**src/pkg/mai_regs.vh**
```
// Constants of the monitor alert logic: offsets, fields, reset values
// Function
// - One fault flag per source, bits 0-4
// - Voltage outside low/high limits sets flag
// - Voltage limits reset to 1.1/0.9 nominal
// - Hot limit resets 80, hysteresis 65
// - Mask bit suppresses flag and alert
// - Mode 00/11 default, 01 one-time, 10 comparator
// - Status read clears flags and alert
// - Comparator read keeps live temperature flag
// - Read after fault gone clears all
// - Persisting fault re-alerts next conversion, temperature in one-time mode excepted
// - Alert-enable zero keeps alert released
// - Alert never stops conversions or readback
// - Alert is active-low open-drain
// - Default mode repeats until below hysteresis
// - One-time mode next alert below hysteresis
// - Comparator holds flag while above hot
// - Write byte stores data at command
// - Read byte returns commanded register
// - Receive byte uses last command pointer
// - Read word sends high then low
// - Alert-clear bit releases alert, halts monitoring
// - Alert response returns own address, keeps alert
`ifndef MAI_REGS_VH
`define MAI_REGS_VH

`define MAI_OFS_VDATA0    8'h20
`define MAI_OFS_VDATA3    8'h23
`define MAI_OFS_TEMP      8'h27
`define MAI_OFS_LIM_FIRST 8'h2b
`define MAI_OFS_LIM_LAST  8'h32
`define MAI_OFS_HOT       8'h39
`define MAI_OFS_HYST      8'h3a
`define MAI_OFS_CFG       8'h40
`define MAI_OFS_STATUS    8'h41
`define MAI_OFS_MASK      8'h43
`define MAI_OFS_TMODE     8'h4b

`define MAI_RST_CFG       8'h08
`define MAI_RST_STATUS    8'h00
`define MAI_RST_MASK      8'h00
`define MAI_RST_TMODE     8'h00
`define MAI_RST_HOT       8'h50
`define MAI_RST_HYST      8'h41
`define MAI_RST_VOLTAGE_HIGH_LIMIT     8'hd3
`define MAI_RST_VOLTAGE_LOW_LIMIT      8'had

`define MAI_CFG_RUN       0
`define MAI_CFG_ALERT_EN  1
`define MAI_CFG_ALERT_CLR 3
`define MAI_CFG_SOFT_RST  7
`define MAI_CFG_WMASK     8'h3b
`define MAI_SRC_WMASK     8'h1f
`define MAI_TMODE_WMASK   8'h03
`define MAI_BIT_TEMP      4

`define MAI_MODE_CMP      2'b10
`define MAI_MODE_ONCE     2'b01

`define MAI_ARA_ADDR      7'h0c
`define MAI_BITS_PER_BYTE 4'h8

`endif

```
**src/rtl/mai_top.v**
```verilog
// Monitor alert logic: fault status, mask, temperature modes, alert pin, register file
`timescale 1ns/10ps
`include "mai_regs.vh"
module mai_top #(
   parameter [6:0] SLAVE_ADDR = 7'h2a  // Arbitrary value
) (
   input  wire        clock_i,
   input  wire        srst_i,
   input  wire        scl_i,
   input  wire        sda_i,
   output reg         sda_o,
   output wire        sda_oe_o,
   output reg         alert_n_o,
   output reg         alert_oe_o,
   input  wire        meas_valid_i,
   input  wire [31:0] meas_volt_i,
   input  wire [7:0]  meas_temp_i,
   input  wire [2:0]  meas_temp_frac_i,
   output reg         monitor_run_o
);
   reg  [7:0] cfg;
   reg  [7:0] status;
   reg  [7:0] mask;
   reg  [7:0] tmode;
   reg  [7:0] hot_limit;
   reg  [7:0] hot_hysteresis_limit;
   reg  [7:0] limit_mem [0:7];
   reg  [7:0] vdata [0:3];
   reg  [7:0] temp_data;
   reg  [2:0] temp_frac;
   reg        hot_state;
   reg        cmp_above;

   wire [7:0] ptr;
   wire       wr;
   wire [7:0] wr_data;
   wire       rd;
   reg  [7:0] rd_data;
   reg  [7:0] rd_ext;

   ////////////////////////////////////////////////////////////////////////
   // Serial slave
   mai_smb_slave u_slave (
      .clock_i      (clock_i),
      .srst_i       (srst_i),
      .scl_i        (scl_i),
      .sda_i        (sda_i),
      .own_addr_i   (SLAVE_ADDR),
      .alert_pend_i (alert_oe_o),
      .rd_data_i    (rd_data),
      .rd_ext_i     (rd_ext),
      .sda_oe_o     (sda_oe_o),
      .ptr_o        (ptr),
      .wr_o         (wr),
      .wr_data_o    (wr_data),
      .rd_o         (rd)
   );

   ////////////////////////////////////////////////////////////////////////
   // Conversion evaluation
   wire       soft_rst = wr && (ptr == `MAI_OFS_CFG) && wr_data[`MAI_CFG_SOFT_RST];
   wire       rst_all  = srst_i | soft_rst;
   wire       run      = cfg[`MAI_CFG_RUN] & ~cfg[`MAI_CFG_ALERT_CLR];
   wire       conv     = meas_valid_i & run;
   wire [7:0] lim_idx  = ptr - `MAI_OFS_LIM_FIRST;
   wire       lim_sel  = (ptr >= `MAI_OFS_LIM_FIRST) && (ptr <= `MAI_OFS_LIM_LAST);
   wire       mode_cmp  = (tmode[1:0] == `MAI_MODE_CMP);
   wire       mode_once = (tmode[1:0] == `MAI_MODE_ONCE);
   wire       above_hot  = $signed(meas_temp_i) > $signed(hot_limit);
   wire       below_hyst = $signed(meas_temp_i) < $signed(hot_hysteresis_limit);

   reg  [3:0] vfault;
   reg        tset;
   reg  [4:0] set_v;
   reg  [4:0] clr_v;
   reg  [7:0] next_status;
   integer    i;
   integer    j;

   always @* begin
      for (i = 0; i < 4; i = i + 1) begin
         // High limit at even index, low limit at odd index per input
         vfault[i] = (meas_volt_i[8*i +: 8] > limit_mem[2*i]) ||
                     (meas_volt_i[8*i +: 8] < limit_mem[2*i+1]);
      end
      if (mode_cmp) begin
         tset = above_hot;
      end else if (mode_once) begin
         tset = (above_hot & ~hot_state) | (hot_state & below_hyst);
      end else begin
         tset = above_hot | (hot_state & ~below_hyst);
      end
      // Re-raised on every conversion while the fault persists, except temperature in one-time mode
      set_v = conv ? ({tset, vfault} & ~mask[4:0]) : 5'h00;
      clr_v = 5'h00;
      if (rd && ptr == `MAI_OFS_STATUS) begin
         clr_v = 5'h1f;
         if (mode_cmp && cmp_above) begin
            clr_v[`MAI_BIT_TEMP] = 1'b0;
         end
      end
      if (conv && mode_cmp && !above_hot) begin
         clr_v[`MAI_BIT_TEMP] = 1'b1;
      end
      // Set wins over a clear landing in the same cycle
      next_status = {3'b000, ((status[4:0] & ~clr_v) | set_v) & ~mask[4:0]};
   end

   ////////////////////////////////////////////////////////////////////////
   // Register file
   always @(posedge clock_i) begin
      if (rst_all) begin
         cfg                  <= `MAI_RST_CFG;
         status               <= `MAI_RST_STATUS;
         mask                 <= `MAI_RST_MASK;
         tmode                <= `MAI_RST_TMODE;
         hot_limit            <= `MAI_RST_HOT;
         hot_hysteresis_limit <= `MAI_RST_HYST;
         for (j = 0; j < 4; j = j + 1) begin
            limit_mem[2*j]   <= `MAI_RST_VOLTAGE_HIGH_LIMIT;
            limit_mem[2*j+1] <= `MAI_RST_VOLTAGE_LOW_LIMIT;
            vdata[j]         <= 8'h00;
         end
         temp_data <= 8'h00;
         temp_frac <= 3'h0;
         hot_state <= 1'b0;
         cmp_above <= 1'b0;
      end else begin
         status <= next_status;
         if (conv) begin
            for (j = 0; j < 4; j = j + 1) begin
               vdata[j] <= meas_volt_i[8*j +: 8];
            end
            temp_data <= meas_temp_i;
            temp_frac <= meas_temp_frac_i;
            cmp_above <= above_hot;
            if (above_hot) begin
               hot_state <= 1'b1;
            end else if (below_hyst) begin
               hot_state <= 1'b0;
            end
         end
         if (wr) begin
            if (ptr == `MAI_OFS_CFG) begin
               cfg <= wr_data & `MAI_CFG_WMASK;
            end else if (ptr == `MAI_OFS_MASK) begin
               mask <= wr_data & `MAI_SRC_WMASK;
            end else if (ptr == `MAI_OFS_TMODE) begin
               tmode <= wr_data & `MAI_TMODE_WMASK;
            end else if (ptr == `MAI_OFS_HOT) begin
               hot_limit <= wr_data;
            end else if (ptr == `MAI_OFS_HYST) begin
               hot_hysteresis_limit <= wr_data;
            end else if (lim_sel) begin
               limit_mem[lim_idx[2:0]] <= wr_data;
            end
         end
      end
   end

   ////////////////////////////////////////////////////////////////////////
   // Read path; second byte of a word is the companion byte
   always @* begin
      rd_data = 8'h00;
      rd_ext  = 8'h00;
      if (ptr == `MAI_OFS_STATUS) begin
         rd_data = status;
      end else if (ptr == `MAI_OFS_CFG) begin
         rd_data = cfg;
      end else if (ptr == `MAI_OFS_MASK) begin
         rd_data = mask;
      end else if (ptr == `MAI_OFS_TMODE) begin
         rd_data = tmode;
      end else if (ptr == `MAI_OFS_HOT) begin
         rd_data = hot_limit;
      end else if (ptr == `MAI_OFS_HYST) begin
         rd_data = hot_hysteresis_limit;
      end else if (lim_sel) begin
         rd_data = limit_mem[lim_idx[2:0]];
      end else if (ptr == `MAI_OFS_TEMP) begin
         rd_data = temp_data;
         rd_ext  = {temp_frac, 5'h00};
      end else if (ptr >= `MAI_OFS_VDATA0 && ptr <= `MAI_OFS_VDATA3) begin
         rd_data = vdata[ptr[1:0]];
      end
   end

   ////////////////////////////////////////////////////////////////////////
   // Alert pin and monitor enable; the slave stays out of soft reset
   always @(posedge clock_i) begin
      if (srst_i) begin
         alert_n_o     <= 1'b0;
         alert_oe_o    <= 1'b0;
         sda_o         <= 1'b0;
         monitor_run_o <= 1'b0;
      end else begin
         alert_n_o     <= 1'b0;
         sda_o         <= 1'b0;
         alert_oe_o    <= cfg[`MAI_CFG_ALERT_EN] & ~cfg[`MAI_CFG_ALERT_CLR] &
                          (|(status[4:0] & ~mask[4:0]));
         monitor_run_o <= run;
      end
   end
endmodule // mai_top

```
**src/rtl/mai_smb_slave.v**
```verilog
// Two-wire register-access slave: framing, acknowledge, pointer, alert response
`timescale 1ns/10ps
`include "mai_regs.vh"
module mai_smb_slave (
   input  wire       clock_i,
   input  wire       srst_i,
   input  wire       scl_i,
   input  wire       sda_i,
   input  wire [6:0] own_addr_i,
   input  wire       alert_pend_i,
   input  wire [7:0] rd_data_i,
   input  wire [7:0] rd_ext_i,
   output reg        sda_oe_o,
   output reg  [7:0] ptr_o,
   output reg        wr_o,
   output reg  [7:0] wr_data_o,
   output reg        rd_o
);
   localparam ST_IDLE = 3'd0;
   localparam ST_ADDR = 3'd1;
   localparam ST_RX   = 3'd2;
   localparam ST_ACK  = 3'd3;
   localparam ST_TX   = 3'd4;
   localparam ST_TACK = 3'd5;

   reg        scl_m, scl_s, scl_d;
   reg        sda_m, sda_s, sda_d;
   reg  [2:0] state;
   reg  [3:0] cnt;
   reg  [7:0] shreg;
   reg  [7:0] txreg;
   reg  [1:0] byte_idx;
   reg        is_read;
   reg        is_ara;
   reg        ack_ok;
   reg        master_ack;

   ////////////////////////////////////////////////////////////////////////
   // Pin synchronisers, first stage read only by the second
   always @(posedge clock_i) begin
      if (srst_i) begin
         scl_m <= 1'b1;
         scl_s <= 1'b1;
         scl_d <= 1'b1;
         sda_m <= 1'b1;
         sda_s <= 1'b1;
         sda_d <= 1'b1;
      end else begin
         scl_m <= scl_i;
         scl_s <= scl_m;
         scl_d <= scl_s;
         sda_m <= sda_i;
         sda_s <= sda_m;
         sda_d <= sda_s;
      end
   end

   wire scl_rise = scl_s & ~scl_d;
   wire scl_fall = ~scl_s & scl_d;
   wire start_c  = scl_s & scl_d & sda_d & ~sda_s;
   wire stop_c   = scl_s & scl_d & ~sda_d & sda_s;
   wire own_hit  = (shreg[7:1] == own_addr_i);
   wire ara_hit  = (shreg[7:1] == `MAI_ARA_ADDR) & shreg[0] & alert_pend_i;

   ////////////////////////////////////////////////////////////////////////
   // Byte engine
   always @(posedge clock_i) begin
      if (srst_i) begin
         state      <= ST_IDLE;
         cnt        <= 4'h0;
         shreg      <= 8'h00;
         txreg      <= 8'h00;
         byte_idx   <= 2'd0;
         is_read    <= 1'b0;
         is_ara     <= 1'b0;
         ack_ok     <= 1'b0;
         master_ack <= 1'b0;
         sda_oe_o   <= 1'b0;
         ptr_o      <= 8'h00;
         wr_o       <= 1'b0;
         wr_data_o  <= 8'h00;
         rd_o       <= 1'b0;
      end else begin
         wr_o <= 1'b0;
         rd_o <= 1'b0;
         if (start_c) begin
            state    <= ST_ADDR;
            cnt      <= 4'h0;
            byte_idx <= 2'd0;
            sda_oe_o <= 1'b0;
         end else if (stop_c) begin
            state    <= ST_IDLE;
            sda_oe_o <= 1'b0;
         end else begin
            case (state)
               ST_ADDR, ST_RX: begin
                  if (scl_rise) begin
                     shreg <= {shreg[6:0], sda_s};
                     cnt   <= cnt + 4'h1;
                  end else if (scl_fall && cnt == `MAI_BITS_PER_BYTE) begin
                     state <= ST_ACK;
                     cnt   <= 4'h0;
                     if (state == ST_ADDR) begin
                        is_read  <= shreg[0];
                        is_ara   <= ara_hit;
                        ack_ok   <= own_hit | ara_hit;
                        sda_oe_o <= own_hit | ara_hit;
                     end else begin
                        // A third written byte is refused
                        ack_ok   <= (byte_idx != 2'd2);
                        sda_oe_o <= (byte_idx != 2'd2);
                        if (byte_idx == 2'd0) begin
                           ptr_o <= shreg;
                        end else if (byte_idx == 2'd1) begin
                           wr_o      <= 1'b1;
                           wr_data_o <= shreg;
                        end
                        if (byte_idx != 2'd2) begin
                           byte_idx <= byte_idx + 2'd1;
                        end
                     end
                  end
               end
               ST_ACK: begin
                  if (scl_fall) begin
                     if (!ack_ok) begin
                        state    <= ST_IDLE;
                        sda_oe_o <= 1'b0;
                     end else if (is_read) begin
                        // Alert response answers the address, never clears
                        txreg    <= is_ara ? {own_addr_i, 1'b0} : rd_data_i;
                        sda_oe_o <= is_ara ? ~own_addr_i[6] : ~rd_data_i[7];
                        rd_o     <= ~is_ara;
                        byte_idx <= 2'd0;
                        state    <= ST_TX;
                     end else begin
                        sda_oe_o <= 1'b0;
                        state    <= ST_RX;
                     end
                  end
               end
               ST_TX: begin
                  if (scl_rise) begin
                     cnt <= cnt + 4'h1;
                     // Lost arbitration: another slave pulled a released bit low
                     if (is_ara && !sda_oe_o && !sda_s) begin
                        state <= ST_IDLE;
                     end
                  end else if (scl_fall) begin
                     if (cnt == `MAI_BITS_PER_BYTE) begin
                        sda_oe_o <= 1'b0;
                        state    <= ST_TACK;
                     end else begin
                        txreg    <= {txreg[6:0], 1'b0};
                        sda_oe_o <= ~txreg[6];
                     end
                  end
               end
               ST_TACK: begin
                  if (scl_rise) begin
                     master_ack <= ~sda_s;
                  end else if (scl_fall) begin
                     if (master_ack && !is_ara && byte_idx == 2'd0) begin
                        txreg    <= rd_ext_i;
                        sda_oe_o <= ~rd_ext_i[7];
                        byte_idx <= 2'd1;
                        cnt      <= 4'h0;
                        state    <= ST_TX;
                     end else begin
                        state <= ST_IDLE;
                     end
                  end
               end
               default: begin
                  state <= ST_IDLE;
               end
            endcase
         end
      end
   end
endmodule // mai_smb_slave

```
**config.mk**
```make
export PLATFORM = sky130hd
export DESIGN_NAME = mai_top
export DESIGN_NICKNAME = d
export VERILOG_FILES = /design/src/rtl/mai_top.v /design/src/rtl/mai_smb_slave.v
export VERILOG_INCLUDE_DIRS = /design/src /design/src/pkg
export SDC_FILE = /design/constraint.sdc
export NUM_CORES = 1
export LEC_CHECK = 0
export ABC_CLOCK_PERIOD_IN_PS = 4990
export BUFFER_PORTS_ARGS = -buffer_cell sky130_fd_sc_hd__buf_2
export CORE_MARGIN = 2
export CORE_UTILIZATION = 67
export DETAILED_ROUTE_END_ITERATION = 8
export GPL_ROUTABILITY_DRIVEN = 0
export PLACE_DENSITY = 0.93
export SLEW_MARGIN = 20
export SYNTH_ARGS = -nofsm -noshare
export SYNTH_HDL_FRONTEND = slang
export SYNTH_SLANG_ARGS = --single-unit
```
**constraint.sdc**
```tcl
create_clock -name clock_i -period 4.99 [get_ports clock_i]
set_input_delay 0.499 -clock clock_i [delete_from_list [all_inputs] [get_ports clock_i]]
set_output_delay 0.499 -clock clock_i [all_outputs]
set_load 0.05 [all_outputs]
```
== Yosys cells after proc, flatten, opt, wreduce, memory -nomap -nowiden ==
Memory sizes are Yosys's and may differ from the RTL's. A register that Yosys moved wholly into a read port is not among the register bits.
Cells that the tools add are included.
Storage, ports and cells
  flip-flop bits (word level): 104
  memory bits (writable): 96
  input bits: 48
  memories kept: 2
Memories
  limit_mem: words 8, bits a word 8, rd ports 9, clocked after Yosys merged registers in 0, write ports 8, line mai_top.v:27  | reg [7:0] limit_mem [0:7];
  vdata: words 4, bits a word 8, rd ports 1, clocked after Yosys merged registers in 1, write ports 4, line mai_top.v:28  | reg [7:0] vdata [0:3];
Cells by class
  add/subtract/negate cells: 3
  $lt $le $gt $ge: 14
  equal/unequal tests: 45
  muxes and demuxes: 107
  bitwise logic cells: 57
  reductions and logical operators: 52
Operators by type and width (number)
  8-bit 2-to-1 mux: 22
  7-bit 2-to-1 mux: 10
  8-bit greater-than comparator: 5
  8-bit < comparator: 5
  3-bit 2-to-1 mux: 13
  1-bit 2-to-1 mux: 37
  8-bit by 7-bit equality test with 1-bit output, second input constant: 4
  1-bit inverter: 26
  8-bit by 6-bit equality test with 1-bit output, second input constant: 3
  2-bit 2-to-1 mux: 12
  4-bit 2-to-1 mux: 6
  12-bit AND reduction: 2
  8-bit AND reduction: 3
  7-bit one-hot mux with 3 select lines: 1
  5-bit AND: 4
  2-bit by 1-bit inequality test with 1-bit output, second input constant: 9
  1-bit AND: 16
  8-bit by 6-bit greater-or-equal comparator with 1-bit output, second input constant: 2
  8-bit by 6-bit <= comparator with 1-bit output, second input constant: 2
  8-bit OR reduction: 2
  7-bit AND reduction: 2
  1-bit logical AND: 13
  2-bit inequality test, second input constant: 6
  4-bit by 1-bit inequality test with 1-bit output, second input constant: 3
  other kinds (40): 70

== Logic depth before layout (Yosys ltp) ==
Gate-level depths: netlist of run 1.
  depth after elaboration: 17
  depth in mapped cells: 11

== Modules after synthesis ==
A second synthesis of run 1 with hierarchy kept.
Second synthesis, totals
  cell total of the unflattened synthesis: 1225
  area total of the unflattened synthesis: 11748.8 µm²
Modules (own cells, without submodules)
  mai_top: instances 1, cells each 899, area an instance 8824.7 µm², sequential area each 3843.7 µm²
  mai_smb_slave: instances 1, cells each 326, area an instance 2924.1 µm², sequential area each 1061.0 µm²

== Worst setup path after synthesis of run 1 ==
OpenSTA, ideal clock, no wires.
  path kind: reg-to-reg
  start point: reg u_slave.ptr_o[0]
  end point: mem limit_mem[0][0] (enable)
  arrival time: 2545 ps
  required time: 4606 ps
  path slack: 2061 ps
  stages on the path, launching flop included: 10
  path buffers: 4
  clock period less this slack: 2929 ps
  path through: dfxtp_1 > clkbuf_1 > inv_1 > ha_1 > clkbuf_1 > a41oi_2 > nand4_1 > buf_2 > buf_2 > o21ai_0
RTL lines
  from (decl): line mai_smb_slave.v:14  | output reg [7:0] ptr_o,
  from (signal assigned): line mai_smb_slave.v:113  | ptr_o <= shreg;
  to (decl): line mai_top.v:27

==> results.json, run 1 <==
{
  "status": "finished with violations",
  "violations": "DRC",
  "cp-end-kind": "flop",
  "cts_root_buf": "clkbuf_16",
  "grt_pass1_vias": 9479,
  "htree_levels": 4,
  "final_layout_size_suffix_gt1_share_pct": 11.16,
  "ys_ff_latch": 199,
  "multi_input_area_um2": 5838,
  "fin_crit_sh_pct": 86.58,
  "vias": 10140,
  "fillers": 1021,
  "crit_chain": "ha_1 > o21ai_0 > a21oi_1 > nand4_1 > buf_4 > nor3_1 > nand2b_1",
  "cts_setup_buffers": 0,
  "hpwlAfterDp_mm": 23.11,
  "slew_violations": 0,
  "start_util_pct": 68.63,
  "powerDensity_nw_per_um2": 271.5,
  "grt-ovfl-total": 0,
  "diodes": 0,
  "synth-main-ff-cell": "dfxtp_1",
  "ant_nets": 0,
  "cts_resized": 0,
  "tightestPinTransition_ns": 0.9926,
  "min_path_type": "in -> reg",
  "final_net_count": 1339,
  "slowest_delay_ns": 0.88,
  "cts_buffer_depth": 2,
  "ys_seq_area_share_pct": 43.30,
  "ys_types": 78,
  "setup_violations": 0,
  "dieArea_um2": 18110,
  "routed_wl_mm": 33.70,
  "cp_max_fo": 23,
  "vdd_drop_max_v": 0.0002390,
  "p_leak_nw": 4.949,
  "relSlewSlack_pct": 33.13,
  "clockPowerShare_pct": 42.4,
  "drv_cap": 0,
  "power_switching_uw": 755.8,
  "finalHoldViolCount": 0,
  "rsz0062_at_grt": "false",
  "regArea_um2": 4945,
  "syn_area_per_cell_um2": 9.581,
  "fp.dieW_um": 134.6,
  "final_cell_mix": "nor2_1 (118), dfxtp_1 (103), edfxtp_1 (96)",
  "crit_path_top_delay_cell": "dfxtp_1",
  "wl_per_cell_um": 23.42,
  "pwr-share-comb_pct": 5.8,
  "io_buffers": 50,
  "core_area_um2": 16640,
  "final_common_cell": "nor2_1",
  "drc": 14,
  "max_freq_mhz": 231.5,
  "netlist_area_um2": 11420,
  "numCtsBuffers": 17,
  "netlist_instances": 1192,
  "skew_ns": 0.01155,
  "layout_min_cycle_time_ns": 4.320,
  "tns_ns": 0,
  "hold_ws_ns": 0.2334,
  "avgViaCountPerCell": 7.048,
  "criticalPathCategory": "reg -> reg",
  "arrival_ns": 4.43,
  "hold_buffers": 0,
  "final_core_util_pct": 74.27,
  "grt_first_pass_wirelength_mm": 51.70,
  "pwr-share-seq_pct": 51.8,
  "grt.total_usage_pct": 37.58,
  "io_pins": 53,
  "switching_share_pct": 22.52,
  "dr.pass1.iters": 9,
  "yosysWarnings": 0,
  "r2r_cells": 7,
  "cts.sinks": 199,
  "synth_edf_count": 96,
  "worstPathRequired_ns": 5.10,
  "whs_path_depth": 2,
  "power.internal_mw": 2.600,
  "cp-start-kind": "flop",
  "die_h_um": 134.6,
  "synthArstFlopShare_pct": 0,
  "clk_pin_slew_ns": 0.07,
  "grt_max_degree": 50,
  "syn2layout_area_growth_pct": 8.217,
  "cts_tree": "built",
  "grt_antenna_before_repair": 0,
  "clkLatencyLatePin_ns": 0.45,
  "drt_iter0_drc": 2038,
  "rows": 47
}
## final cells by class
class                           count  area share [%]
Tap cell                          220           2.227
Inverter                           92           2.794
Clock buffer                       20           3.786
Sequential cell                   199           40.01
Clock inverter                     11           1.073
Timing Repair Buffer               64           2.875
Multi-Input combinational cell    833           47.24
## metrics by stage
stage	setup WS (ns)	total power, mW	area, µm²	std cells
floorplan	2.061	1.879	11420	1193
global placement	1.134	1.943	11760	1408
detailed placement	0.9398	1.955	11760	1408
CTS	0.8524	3.337	12360	1439
global route	0.4118	3.430	12360	1439
finish	0.6697	3.355	12360	1439
## logic make-up after synthesis
family	share of synthesized area, %
AOI/OAI and AO/OA	13.47
xor gates and xnor gates	0.2849
adders and majority gates	9.202
buffers and inverters	5.620
DFF	43.30
muxes	8.677
other	0.03283
and+or+nand+nor	19.41
## layer usage
| metal | vias up | part of all wire, % | track usage (%) | routed length (µm) |
|---|---|---|---|---|
| met2 | 898 | 44 | 58.99 | 14860 |
| li1 | 4329 | - | - | - |
| met4 | 0 | 6.7 | 19.53 | 2267 |
| met5 | - | 0 | 0 | 0 |
| met3 | 261 | 15 | 11.04 | 4888 |
| met1 | 4654 | 35 | 47.36 | 11680 |
## registers in the layout (all words and copies together) (netlist names), 5 cells and up, named ones only
register and cells:
cfg 5, hot_hysteresis_limit 8, hot_limit 8, limit_mem 64, mask 5, status 5, temp_data 8, u_slave.ptr_o 8
u_slave.shreg 8, u_slave.txreg 7, u_slave.wr_data_o 8, vdata 32
## power groups by stage
| stage | clock network, mW | logic (mW) | registers [mW] |
|---|---|---|---|
| 3_3_place_gp | 0 | 0.171 | 1.77 |
| 5_1_grt | 1.48 | 0.210 | 1.74 |
| 4_1_cts | 1.41 | 0.186 | 1.74 |
| 2_1_floorplan | 0 | 0.111 | 1.77 |
| 6_report | 1.42 | 0.194 | 1.74 |
| 3_5_place_dp | 0 | 0.181 | 1.77 |
## synthesized netlist by cell type (9+ instances only)
cell      instances  area (µm²)
edfxtp_1         96        2883
or3_1            39       244.0
nand2b_1         27       168.9
nand2_1          65       244.0
mux4_2           15       337.8
a21oi_1          72       360.4
nor2_1          118       442.9
o21a_1           10       75.07
clkbuf_1         52       195.2
a31oi_1          17       106.4
nand4_1          17       106.4
nand3_1          15       75.07
or2_2            10       62.56
nor2b_1          22       137.6
mux2i_1          63       630.6
inv_1            92       345.3
dfxtp_1         103        2062
o21ai_0          61       305.3
and3_1           38       237.7
and2_1           18       112.6
ha_1             84        1051
o211ai_1          9       67.56
nor3_1           15       75.07
## path summary, 6_finish.rpt
path / from / endpoint / slack, ns
hold / removal: sda_i / u_slave.sda_m$_SDFF_PP1_ / 0.23
setup / recovery: u_slave.ptr_o[0]$_SDFFE_PP0P_ / limit_mem[1][6]$_SDFFCE_PN0P_ / 0.67
setup reg to reg: u_slave.ptr_o[0]$_SDFFE_PP0P_ / limit_mem[1][6]$_SDFFCE_PN0P_ / 0.67
hold reg to reg: u_slave.scl_m$_SDFF_PP1_ / u_slave.scl_s$_SDFF_PP1_ / 0.41
## critical path, delay by kind of cell (launching register included)
kind                       cells  cell delay (ns)
and+or+nand+nor                3             1.24
DFF                            1             0.88
adders and majority gates      1             0.88
AOI/OAI and AO/OA              2             0.73
buffers and inverters          1             0.24
No activity file was read; power rests on OpenSTA's default activity.
==> run 2: changes to the inputs <==
--- a/config.mk
+++ b/config.mk
@@ -9,10 +9,10 @@
 export ABC_CLOCK_PERIOD_IN_PS = 4990
 export BUFFER_PORTS_ARGS = -buffer_cell sky130_fd_sc_hd__buf_2
 export CORE_MARGIN = 2
-export CORE_UTILIZATION = 67
+export CORE_UTILIZATION = 60
 export DETAILED_ROUTE_END_ITERATION = 8
 export GPL_ROUTABILITY_DRIVEN = 0
-export PLACE_DENSITY = 0.93
+export PLACE_DENSITY = 0.85
 export SLEW_MARGIN = 20
 export SYNTH_ARGS = -nofsm -noshare
 export SYNTH_HDL_FRONTEND = slang
==> run 2 against run 1 <==
- the flow still finishes with violations (DRC)
- global-route usage decreased by 5.0 points
- sequential power about the same
- design area decreased by 0.12%
- wire length decreased by 4.7%
- flip-flop and latch count did not move
- power shrank 3.3%
- final cell count increased by 1.1%
- combinational power is 3% lower
- highest routed layer unchanged
==> results.json, run 2 (synthesis gave the netlist of run 1 again) <==
{
  "status": "finished with violations",
  "violations": "DRC",
  "multi_input_area_um2": 5838,
  "skew_ns": 0.01081,
  "reg.largest.list": "limit_mem (64), vdata (32)",
  "power.internal_mw": 2.477,
  "tns_ns": 0,
  "power_mw": 3.245,
  "drt_iter0_drc": 1751,
  "finalHoldViolCount": 0,
  "regArea_um2": 4945,
  "vias": 9749,
  "cts_root_buf": "clkbuf_16",
  "crit_top_cell": "buf_4",
  "power_switching_uw": 767.5,
  "crit_path_top_delay_cell": "o21ai_0",
  "setup_ws_ns": 1.493,
  "switching_share_pct": 23.66,
  "fillers": 1352,
  "ant_nets": 0,
  "grt_max_degree": 50,
  "criticalPathCategory": "reg -> reg",
  "relSlewSlack_pct": 23.32,
  "pwr-share-seq_pct": 53.5,
  "final_net_count": 1341,
  "placedCellCount": 1424,
  "critPathTopFamily": "compound AO/OA/AOI/OAI gates",
  "hpwlAfterDp_mm": 23.52,
  "drv_cap": 0,
  "grt_antenna_before_repair": 0,
  "fp.dieW_um": 142.0,
  "cts_resized": 0,
  "vdd_drop_max_v": 0.0002035,
  "start_util_pct": 61.06,
  "min_path_type": "in -> reg",
  "final_layout_size_suffix_gt1_share_pct": 11.38,
  "routed_wl_mm": 32.11,
  "worstPathRequired_ns": 5.05,
  "io_pins": 53,
  "core_area_um2": 18710,
  "dieArea_um2": 20150,
  "cts_tree": "built",
  "grt.total_usage_pct": 32.53,
  "cts_setup_buffers": 0,
  "finish.instance_area_um2": 12340,
  "final_cells": 1455,
  "dpl_cell_area_um2": 11790,
  "clkLatencyLatePin_ns": 0.45,
  "max_freq_mhz": 285.9,
  "cts.sinks": 199,
  "preCtsSetupSlack_ns": 1.584,
  "dr.pass1.iters": 9,
  "io_buffers": 50,
  "cp-end-kind": "flop",
  "powerDensity_nw_per_um2": 262.8,
  "htree_levels": 4,
  "p_leak_nw": 4.931,
  "final_cell_mix": "nor2_1 (118), dfxtp_1 (103), edfxtp_1 (96)",
  "fin_crit_sh_pct": 70.08,
  "slew_violations": 0,
  "regMostFlops": "limit_mem",
  "die_h_um": 142.0,
  "crit_buf_inv": 3,
  "clk_pin_slew_ns": 0.07,
  "arrival_ns": 3.56,
  "cp_max_fo": 23,
  "cts_buffer_depth": 2,
  "wl_per_cell_um": 22.07,
  "syn2layout_area_growth_pct": 8.085,
  "slowest_delay_ns": 0.89,
  "layout_min_cycle_time_ns": 3.497,
  "tightestPinTransition_ns": 1.138,
  "crit_chain": "buf_4 > ha_1 > buf_4 > xor2_2 > nand4_1 > buf_4 > o21ai_0",
  "cp-start-kind": "flop",
  "hold_buffers": 0,
  "numCtsBuffers": 17,
  "grt-ovfl-total": 0,
  "diodes": 0,
  "largest_register_ff_count": 64,
  "final_common_cell": "nor2_1",
  "rows": 50,
  "grt_pass1_vias": 9140,
  "setup_violations": 0,
  "drc": 2,
  "clockPowerShare_pct": 40.7,
  "rsz0062_at_grt": "false",
  "avgViaCountPerCell": 6.700,
  "grt_first_pass_wirelength_mm": 49.95,
  "pwr-share-comb_pct": 5.8
}
[run 2: cell types whose count changed in the layout (fill, tap and decap cells not counted), sizes merged]
cell / delta
clkinvlp: +1
bufinv: -3
buf: +2
inv: +2
[run 2: through the flow]
step	hold WS (ns)	util [%]
floorplan	0.3895	-
global placement	0.3913	63.04
detailed placement	0.3945	63.04
CTS	0.2258	65.99
global route	0.2325	65.99
finish	0.2238	65.99
[run 2: path summary, 6_finish.rpt]
path,from,endpoint,slack (ns),cells past startpoint
min reg2reg,u_slave.sda_m$_SDFF_PP1_,u_slave.sda_s$_SDFF_PP1_,0.41,1
max,u_slave.ptr_o[0]$_SDFFE_PP0P_,limit_mem[3][4]$_SDFFCE_PN0P_,1.49,7
min,scl_i,u_slave.scl_m$_SDFF_PP1_,0.22,2
max reg2reg,u_slave.ptr_o[0]$_SDFFE_PP0P_,limit_mem[3][4]$_SDFFCE_PN0P_,1.49,7
[run 2: power by group through the flow]
stage               clock (mW)  combinational [mW]  sequential (mW)
floorplan                    0               0.111             1.77
global placement             0               0.172             1.77
detailed placement           0               0.182             1.77
CTS                       1.31               0.184             1.74
global route              1.38               0.205             1.74
finish                    1.32               0.188             1.74
[run 2: cell type report]
| cell class | instances | share of cell area (%) |
|---|---|---|
| tap | 234 | 2.372 |
| clock inverter | 11 | 0.6994 |
| timing repair buffer | 66 | 3.000 |
| inverter | 92 | 2.797 |
| sequential | 199 | 40.06 |
| clock buffer | 20 | 3.781 |
| multi-input combinational | 833 | 47.29 |
[run 2: routing by layer]
| metal | vias to the layer above | routed length [µm] | GRT usage [%] |
|---|---|---|---|
| met5 | - | 0 | 0 |
| met2 | 682 | 14280 | 50.59 |
| met3 | 147 | 3786 | 7.201 |
| met1 | 4586 | 12240 | 42.54 |
| li1 | 4334 | - | - |
| met4 | 0 | 1807 | 17.84 |
